## config.mk

```make
export PLATFORM = sky130hd
export DESIGN_NAME = stm_timer
export DESIGN_NICKNAME = d
export VERILOG_FILES = /design/src/hdl/stm_pkg.sv /design/src/hdl/stm_timer.sv
export SDC_FILE = /design/constraint.sdc
export NUM_CORES = 1
export LEC_CHECK = 0
export BUFFER_PORTS_ARGS = -buffer_cell sky130_fd_sc_hd__buf_4
export CAP_MARGIN = 20
export CORE_ASPECT_RATIO = 1.25
export CORE_MARGIN = 2
export CORE_UTILIZATION = 59
export DETAILED_ROUTE_END_ITERATION = 7
export PLACE_DENSITY_LB_ADDON = 0.08
export SKIP_LAST_GASP = 1
export SLEW_MARGIN = 5
export SYNTH_ARGS = -nofsm -noshare
export SYNTH_HDL_FRONTEND = slang
export SYNTH_SLANG_ARGS = --single-unit
```

## constraint.sdc

```tcl
create_clock -name CORE_CLK -period 2.8 [get_ports CORE_CLK]
set_input_delay 0.28 -clock CORE_CLK [delete_from_list [all_inputs] [get_ports CORE_CLK]]
set_output_delay 0.28 -clock CORE_CLK [all_outputs]
set_load 0.05 [all_outputs]
```

## src/hdl/stm_pkg.sv

```systemverilog
package stm_pkg;
  // -----------------------------------------
  // register offsets (byte addresses)
  // -----------------------------------------
  localparam logic [7:0] OFF_CFG = 8'h00;
  localparam logic [7:0] OFF_MODE = 8'h04;
  localparam logic [7:0] OFF_CTL = 8'h08;
  localparam logic [7:0] OFF_IMR = 8'h0c;
  localparam logic [7:0] OFF_RIS = 8'h10;
  localparam logic [7:0] OFF_MIS = 8'h14;
  localparam logic [7:0] OFF_ICR = 8'h18;
  localparam logic [7:0] OFF_ILR = 8'h1c;
  localparam logic [7:0] OFF_MATCH = 8'h20;
  localparam logic [7:0] OFF_PRE = 8'h24;
  localparam logic [7:0] OFF_TVAL = 8'h28;
  // -----------------------------------------
  // field values and reset values
  // -----------------------------------------
  localparam logic [2:0] CFG_SPLIT = 3'h4;
  localparam logic [1:0] MR_ONE = 2'h1;
  localparam logic [1:0] MR_PER = 2'h2;
  localparam logic [1:0] MR_CAP = 2'h3;
  localparam logic [1:0] EV_RISE = 2'h0;
  localparam logic [1:0] EV_FALL = 2'h1;
  localparam logic [1:0] EV_BOTH = 2'h3;
  localparam int FL_TO = 0;
  localparam int FL_CM = 1;
  localparam int FL_CE = 2;
  localparam logic [15:0] ILR_RST = 16'hffff;
  localparam logic [7:0] PRE_RST = 8'h00;
  localparam logic [2:0] CFG_RST = 3'h0;
  // -----------------------------------------
  // types
  // -----------------------------------------
  // mode register bits [3:0]
  typedef struct packed {
    logic ams;
    logic cmr;
    logic [1:0] mr;
  } stm_mode_s;
  // control register bits [5:0]
  typedef struct packed {
    logic pwml;
    logic ote;
    logic [1:0] evsel;
    logic stall;
    logic en;
  } stm_ctl_s;
  typedef enum logic [2:0] {
    OP_OFF = 3'b000,
    OP_ONE = 3'b001,
    OP_PER = 3'b010,
    OP_ECNT = 3'b011,
    OP_ETIME = 3'b100,
    OP_PWM = 3'b101
  } stm_op_e;
  // -----------------------------------------
  // helpers
  // -----------------------------------------
  function automatic stm_op_e stm_decode(input logic [2:0] cfg,
                                         input stm_mode_s m);
    stm_op_e op;
    op = OP_OFF;
    if (cfg == CFG_SPLIT) begin
      if (m.ams) begin
        if (!m.cmr && m.mr == MR_PER) op = OP_PWM;
      end else if (m.mr == MR_ONE) op = OP_ONE;
      else if (m.mr == MR_PER) op = OP_PER;
      else if (m.mr == MR_CAP) op = m.cmr ? OP_ETIME : OP_ECNT;
    end
    return op;
  endfunction : stm_decode
  function automatic logic [31:0] stm_merge(input logic [31:0] old,
                                            input logic [31:0] nw,
                                            input logic [3:0] sel);
    logic [31:0] r;
    r = old;
    for (int i = 0; i < 4; i++) begin
      if (sel[i]) r[i*8 +: 8] = nw[i*8 +: 8];
    end
    return r;
  endfunction : stm_merge
endpackage : stm_pkg

```

## src/hdl/stm_timer.sv

```systemverilog
// The implementer's own choices: the register addresses and the Wishbone register port.
`timescale 1ns/1ps
module stm_timer
  import stm_pkg::*;
(
  input wire logic CORE_CLK,
  input wire logic RST_N,
  input wire logic WB_CYC_I,
  input wire logic WB_STB_I,
  input wire logic WB_WE_I,
  input wire logic [7:0] WB_ADR_I,
  input wire logic [3:0] WB_SEL_I,
  input wire logic [31:0] WB_DAT_I,
  output logic [31:0] WB_DAT_O,
  output logic WB_ACK_O,
  input wire logic DBG_HALT,
  input wire logic CCP_IN,
  output logic CCP_OUT,
  output logic CCP_OE_N,
  output logic ADC_TRIG,
  output logic IRQ
);
  // -----------------------------------------
  // bus slave
  // -----------------------------------------
  logic ack;
  logic wr;
  logic [31:0] rd;
  logic [2:0] cfg;
  stm_mode_s mode;
  stm_ctl_s ctl;
  logic [2:0] imr;
  logic [2:0] ris;
  logic [2:0] mis;
  logic [15:0] ilr;
  logic [15:0] match;
  logic [7:0] pre;
  logic [15:0] cnt;
  logic [7:0] pcnt;
  logic [15:0] cap;
  logic pwm_lvl;
  logic [31:0] next_ilr;
  logic [31:0] next_reg;
  logic [2:0] icr_bits;
  logic ilr_wr;
  logic ctl_wr;
  stm_op_e op;

  // writes land on the edge where the master sees ack
  assign wr = WB_CYC_I && WB_STB_I && WB_WE_I && ack;
  assign WB_ACK_O = ack;
  assign ilr_wr = wr && WB_ADR_I == OFF_ILR;
  assign ctl_wr = wr && WB_ADR_I == OFF_CTL;
  assign next_ilr = stm_merge({16'h0000, ilr}, WB_DAT_I, WB_SEL_I);
  assign icr_bits = (wr && WB_ADR_I == OFF_ICR && WB_SEL_I[0]) ?
                    WB_DAT_I[2:0] : 3'h0;

  always_comb begin
    next_reg = 32'h0000_0000;
    case (WB_ADR_I)
      OFF_CFG: next_reg = {29'h0, cfg};
      OFF_MODE: next_reg = {28'h0, mode};
      OFF_CTL: next_reg = {26'h0, ctl};
      OFF_IMR: next_reg = {29'h0, imr};
      OFF_MATCH: next_reg = {16'h0, match};
      OFF_PRE: next_reg = {24'h0, pre};
      default: next_reg = 32'h0000_0000;
    endcase
  end

  always_ff @(posedge CORE_CLK or negedge RST_N) begin
    if (!RST_N) begin
      ack <= 1'b0;
    end else begin
      ack <= WB_CYC_I && WB_STB_I && !ack;
    end
  end

  always_comb begin
    rd = 32'h0000_0000;
    case (WB_ADR_I)
      OFF_CFG: rd = {29'h0, cfg};
      OFF_MODE: rd = {28'h0, mode};
      OFF_CTL: rd = {26'h0, ctl};
      OFF_IMR: rd = {29'h0, imr};
      OFF_RIS: rd = {29'h0, ris};
      OFF_MIS: rd = {29'h0, mis};
      OFF_ILR: rd = {16'h0, ilr};
      OFF_MATCH: rd = {16'h0, match};
      OFF_PRE: rd = {24'h0, pre};
      OFF_TVAL: rd = {16'h0, (op == OP_ETIME) ? cap : cnt};
      default: rd = 32'h0000_0000;
    endcase
  end

  // unmapped reads return zero, writes there are dropped
  always_ff @(posedge CORE_CLK or negedge RST_N) begin
    if (!RST_N) begin
      WB_DAT_O <= 32'h0000_0000;
    end else if (WB_CYC_I && WB_STB_I && !ack) begin
      WB_DAT_O <= rd;
    end
  end

  // -----------------------------------------
  // configuration registers
  // -----------------------------------------
  logic [31:0] merged;
  assign merged = stm_merge(next_reg, WB_DAT_I, WB_SEL_I);

  always_ff @(posedge CORE_CLK or negedge RST_N) begin
    if (!RST_N) begin
      cfg <= CFG_RST;
      mode <= '0;
      imr <= 3'h0;
      match <= 16'h0000;
      pre <= PRE_RST;
    end else if (wr) begin
      case (WB_ADR_I)
        OFF_CFG: cfg <= merged[2:0];
        OFF_MODE: mode <= merged[3:0];
        OFF_IMR: imr <= merged[2:0];
        OFF_MATCH: match <= merged[15:0];
        OFF_PRE: pre <= merged[7:0];
        default: cfg <= cfg;
      endcase
    end
  end

  always_ff @(posedge CORE_CLK or negedge RST_N) begin
    if (!RST_N) begin
      ilr <= ILR_RST;
    end else if (ilr_wr) begin
      ilr <= next_ilr[15:0];
    end
  end

  // -----------------------------------------
  // mode decode and pin edges
  // -----------------------------------------
  logic run;
  logic hold;
  logic tmode;
  logic s1;
  logic s2;
  logic s3;
  logic edge_evt;
  logic to_evt;
  logic cm_evt;
  logic ce_evt;

  assign op = stm_decode(cfg, mode);
  assign run = ctl.en && op != OP_OFF;
  assign hold = ctl.stall && DBG_HALT;
  assign tmode = op == OP_ONE || op == OP_PER;

  // edges only from the second stage on; pin may be slow by two clocks
  always_ff @(posedge CORE_CLK or negedge RST_N) begin
    if (!RST_N) begin
      s1 <= 1'b0;
      s2 <= 1'b0;
      s3 <= 1'b0;
    end else begin
      s1 <= CCP_IN;
      s2 <= s1;
      s3 <= s2;
    end
  end

  always_comb begin
    case (ctl.evsel)
      EV_RISE: edge_evt = s2 && !s3;
      EV_FALL: edge_evt = !s2 && s3;
      EV_BOTH: edge_evt = s2 != s3;
      default: edge_evt = 1'b0;
    endcase
  end

  assign to_evt = run && !hold && tmode && cnt == 16'h0000;
  assign cm_evt = run && !hold && op == OP_ECNT && cnt == match;
  assign ce_evt = run && !hold && op == OP_ETIME && edge_evt;

  // -----------------------------------------
  // counter
  // -----------------------------------------
  always_ff @(posedge CORE_CLK or negedge RST_N) begin
    if (!RST_N) begin
      cnt <= ILR_RST;
      pcnt <= PRE_RST;
    end else if (ilr_wr) begin
      cnt <= next_ilr[15:0];
      pcnt <= pre;
    end else if (run && !hold) begin
      case (op)
        OP_ONE, OP_PER: begin
          if (cnt == 16'h0000) begin
            cnt <= ilr;
            pcnt <= pre;
          end else if (pcnt == 8'h00) begin
            cnt <= cnt - 16'h0001;
            pcnt <= pre;
          end else begin
            pcnt <= pcnt - 8'h01;
          end
        end
        OP_ECNT: begin
          if (cnt == match) begin
            cnt <= ilr;
          end else if (edge_evt) begin
            cnt <= cnt - 16'h0001;
          end
        end
        // prescaler bypassed here
        OP_ETIME, OP_PWM: begin
          cnt <= (cnt == 16'h0000) ? ilr : cnt - 16'h0001;
        end
        default: cnt <= cnt;
      endcase
    end
  end

  // software write to control wins over the self-clear
  always_ff @(posedge CORE_CLK or negedge RST_N) begin
    if (!RST_N) begin
      ctl <= '0;
    end else if (ctl_wr) begin
      ctl <= merged[5:0];
    end else if ((to_evt && op == OP_ONE) || cm_evt) begin
      ctl.en <= 1'b0;
    end
  end

  always_ff @(posedge CORE_CLK or negedge RST_N) begin
    if (!RST_N) begin
      cap <= 16'h0000;
    end else if (ce_evt) begin
      cap <= cnt;
    end
  end

  // -----------------------------------------
  // flags, trigger, pwm
  // -----------------------------------------
  logic [2:0] set;
  assign set = {ce_evt, cm_evt, to_evt};

  // a new event in the clear cycle survives
  always_ff @(posedge CORE_CLK or negedge RST_N) begin
    if (!RST_N) begin
      ris <= 3'h0;
    end else begin
      ris <= (ris & ~icr_bits) | set;
    end
  end

  assign mis = ris & imr;
  assign IRQ = |mis;

  always_ff @(posedge CORE_CLK or negedge RST_N) begin
    if (!RST_N) begin
      ADC_TRIG <= 1'b0;
    end else begin
      ADC_TRIG <= to_evt && ctl.ote;
    end
  end

  always_ff @(posedge CORE_CLK or negedge RST_N) begin
    if (!RST_N) begin
      pwm_lvl <= 1'b0;
    end else if (op != OP_PWM || !run) begin
      pwm_lvl <= 1'b0;
    end else if (cnt == ilr) begin
      pwm_lvl <= 1'b1;
    end else if (cnt == match) begin
      pwm_lvl <= 1'b0;
    end
  end

  assign CCP_OUT = pwm_lvl ^ ctl.pwml;
  assign CCP_OE_N = op != OP_PWM;
endmodule : stm_timer

```

==> metrics.cfg <==
[sta]
rsz0062_at_grt = false
max_slew_margin_pct = 42.6
timing.final.crit_share_pct = 91.5
final.setup.tns_ns = 0
min_period_ns = 2.56
clock_skew_ns = 0.00833
final_hold_viol_count = 0
setup_violations = 0
tightest_slew_ns = 0.857
fmax_mhz = 390
slew_viol_final = 0

[synthesis]
postSynthCellCount = 694
seq_area_frac_synth_pct = 44.0
syn-cell-area_sq_um = 6970
avgSynthCellArea_sq_um = 10.0
synth-edff-count = 0
ys_async_sr_fraction_pct = 100
synth-main-ff-cell = dfrtp_1
synth_cell_type_count = 66
ys_seq_elements = 121
ys_warn_count = 0

[critical_path]
cp_cell_sequence = xor2_1 -> nor4_1 -> nand4_1 -> a31oi_2 -> a2bb2oi_4 -> o221ai_1 -> o21ai_1
cp_data_required_time_ns = 3.15
critPathKind = flip-flop to flip-flop
cp.arrival_ns = 2.91
end_kind = flip-flop
cp_num_buf_inv = 0
regToRegSetupSlack_ns = 0.24
critPathMaxFanout = 14
start_kind = flip-flop
max_stage_delay_ns = 0.61
critPathTopFamily = compound AO/OA/AOI/OAI gates
cp_slowest_cell = dfstp_2

[floorplanning]
dieHeight_microns = 125
ioPinCount = 88
core_sq_um = 11600
start_util_pct = 60.2
die_w_microns = 101
die_area_sq_um = 12700
core.rowCount = 44

[routing]
drt-vias-per-instance = 6.29
drtIter0Drc = 416
finalWirelength_microns = 18900
drc = 2
firstDrtPassIters = 8
vias = 5711
detail-route-antenna-nets = 0
wire_per_inst_microns = 20.8

[grt]
grt_usage_pct = 31.8
grt_pass1_vias = 5775
grt_max_degree = 77
grt_pass1_wl_microns = 31000
grt_overflow = 0
antenna_found_initial = 0

[finish]
final_cell_mix = dfrtp_1, nand2_1, mux2_2
final_util_pct = 70.8
final_nets = 814
final_common_cell = dfrtp_1
final_cells = 908
area_delta_synth_final_pct = 17.5
antenna_cells = 0
drive_above_1_share_pct = 31.8

[clock_tree]
clk_pin_slew_worst_paths_ns = 0.05
clk_latency_ns = 0.42
cts_buffers = 17
clk_path_buf_depth = 2
cts_max_level = 4
postCtsSetupBuffers = 0
cts.sinks = 121
cts_root_buf = clkbuf_16
cts_tree = built

[power_and_ir_drop]
switching_share_pct = 22.0
irDropWorstVdd_uv = 432
p_leak_nw = 3.83
power.share.clock_pct = 53.7
internal_power_mw = 3.33
seqPwrFrac_pct = 41.3
power_density_nw_per_um2 = 521
p_comb_share_pct = 5.0
power_switching_mw = 0.937

[place]
numPortBuffers = 53
hpwl_microns = 13800
placed_cells = 874
gp_congestion = 0.994

[job]
maxCapViolCount = 0

[status]
violations = design-rule violations
status = complete, but fails checks

[worst_hold_path]
hold_path_class = input port to flip-flop

## worst paths after layout
| kind | start | endpoint | depth (start not counted) |
|---|---|---|---|
| max reg2reg | cnt[15] | cnt[2] | 7 |
| min | WB_DAT_I[3] | ilr[3] | 3 |
| max | cnt[15] | cnt[2] | 7 |
| min reg2reg | s1 | s2 | 0 |
| min in group asynchronous | RST_N | WB_DAT_O[4] | 2 |
| max in group asynchronous | RST_N | ilr[9] | 3 |
## repair_timing
action,4_1_cts,5_1_grt
gates resized for setup,0,1
hold buffers,2,0
endpoints found under the setup margin,0,1
endpoints found under the hold margin,27,0
## tightest hold or removal path, cell delays in order
cell	delay [ns]
buf_4	0.13
nand2_1	0.05
nand2_1	0.05
## synth_stat cells, types with 4 or more instances
library cell,instances,share of area [%]
or4_1,4,0.43
a22oi_1,14,1.5
dfstp_2,32,12
a21oi_1,36,2.6
nor4_1,14,1.3
a21o_1,4,0.43
nor2_1,37,2.0
nor3_1,12,0.86
nand4_1,7,0.63
buf_2,13,0.93
mux2_2,81,13
buf_4,18,1.9
nand2_1,81,4.4
a221oi_1,6,0.75
o221ai_1,5,0.63
ha_1,6,1.1
dfrtp_1,89,32
o22a_1,4,0.50
o21ai_0,52,3.7
mux2i_1,11,1.6
clkbuf_1,23,1.2
a222oi_1,9,1.3
xor2_1,20,2.5
nand3_1,12,0.86
nor2b_1,5,0.45
inv_1,16,0.86
xnor2_1,17,2.1
o21ai_1,5,0.36
## cell families after synthesis
family	synth area share, %
compound gates	15.1
xor+xnor	4.65
fa+ha+maj	1.08
buf+inv	5.03
flops	44.0
mux	14.7
other cells	0.0538
simple gates	15.4
## area by class of cell
cell class	count	area (sq um)
fillers	878	3370
repair buffers	83	653
clock buffers	25	505
multi-input cells	517	3610
inverters	17	63.8
flip-flops and latches	121	3070
clock inverters	7	115
well taps	138	173
## through the flow
stage / total power, mW / worst slack (ns) / hold WS [ns] / instance area [sq um]
6_report: 4.27 / 0.239 / 0.0962 / 8190
5_1_grt: 4.40 / 0.0458 / 0.100 / 8190
4_1_cts: 4.28 / 0.265 / 0.0923 / 8180
3_5_place_dp: 2.00 / 0.296 / 0.320 / 7540
3_3_place_gp: 2.00 / 0.300 / 0.316 / 7540
2_1_floorplan: 1.91 / 0.512 / -0.0156 / 7020
## power groups by stage
stage / Sequential (mW) / Combinational (mW) / Clock (mW)
2_1_floorplan: 1.79 / 0.118 / 0
3_3_place_gp: 1.79 / 0.209 / 0
3_5_place_dp: 1.79 / 0.212 / 0
4_1_cts: 1.76 / 0.215 / 2.31
5_1_grt: 1.76 / 0.231 / 2.40
6_report: 1.76 / 0.214 / 2.29
## routing by layer
layer	wire, microns	part of all wire (%)	up-vias	GRT usage [%]
met3	1150	6.1	56	5.70
met2	9520	50	236	51.9
met1	7500	40	2788	41.4
met4	739	3.9	0	13.4
met5	0	0	-	0
li1	-	-	2631	-
## registers in the layout (all words and copies together), names as in the netlist
signal and cells:
cfg 3, pre 8, s2 1, WB_DAT_O 16, cnt 16, s3 1, cap 16, pcnt 8
ilr 16, s1 1, imr 3, WB_ACK_O 1, ADC_TRIG 1, ctl 6, match 16, ris 3
mode 4, pwm_lvl 1
(Power assumes the default switching activity.)
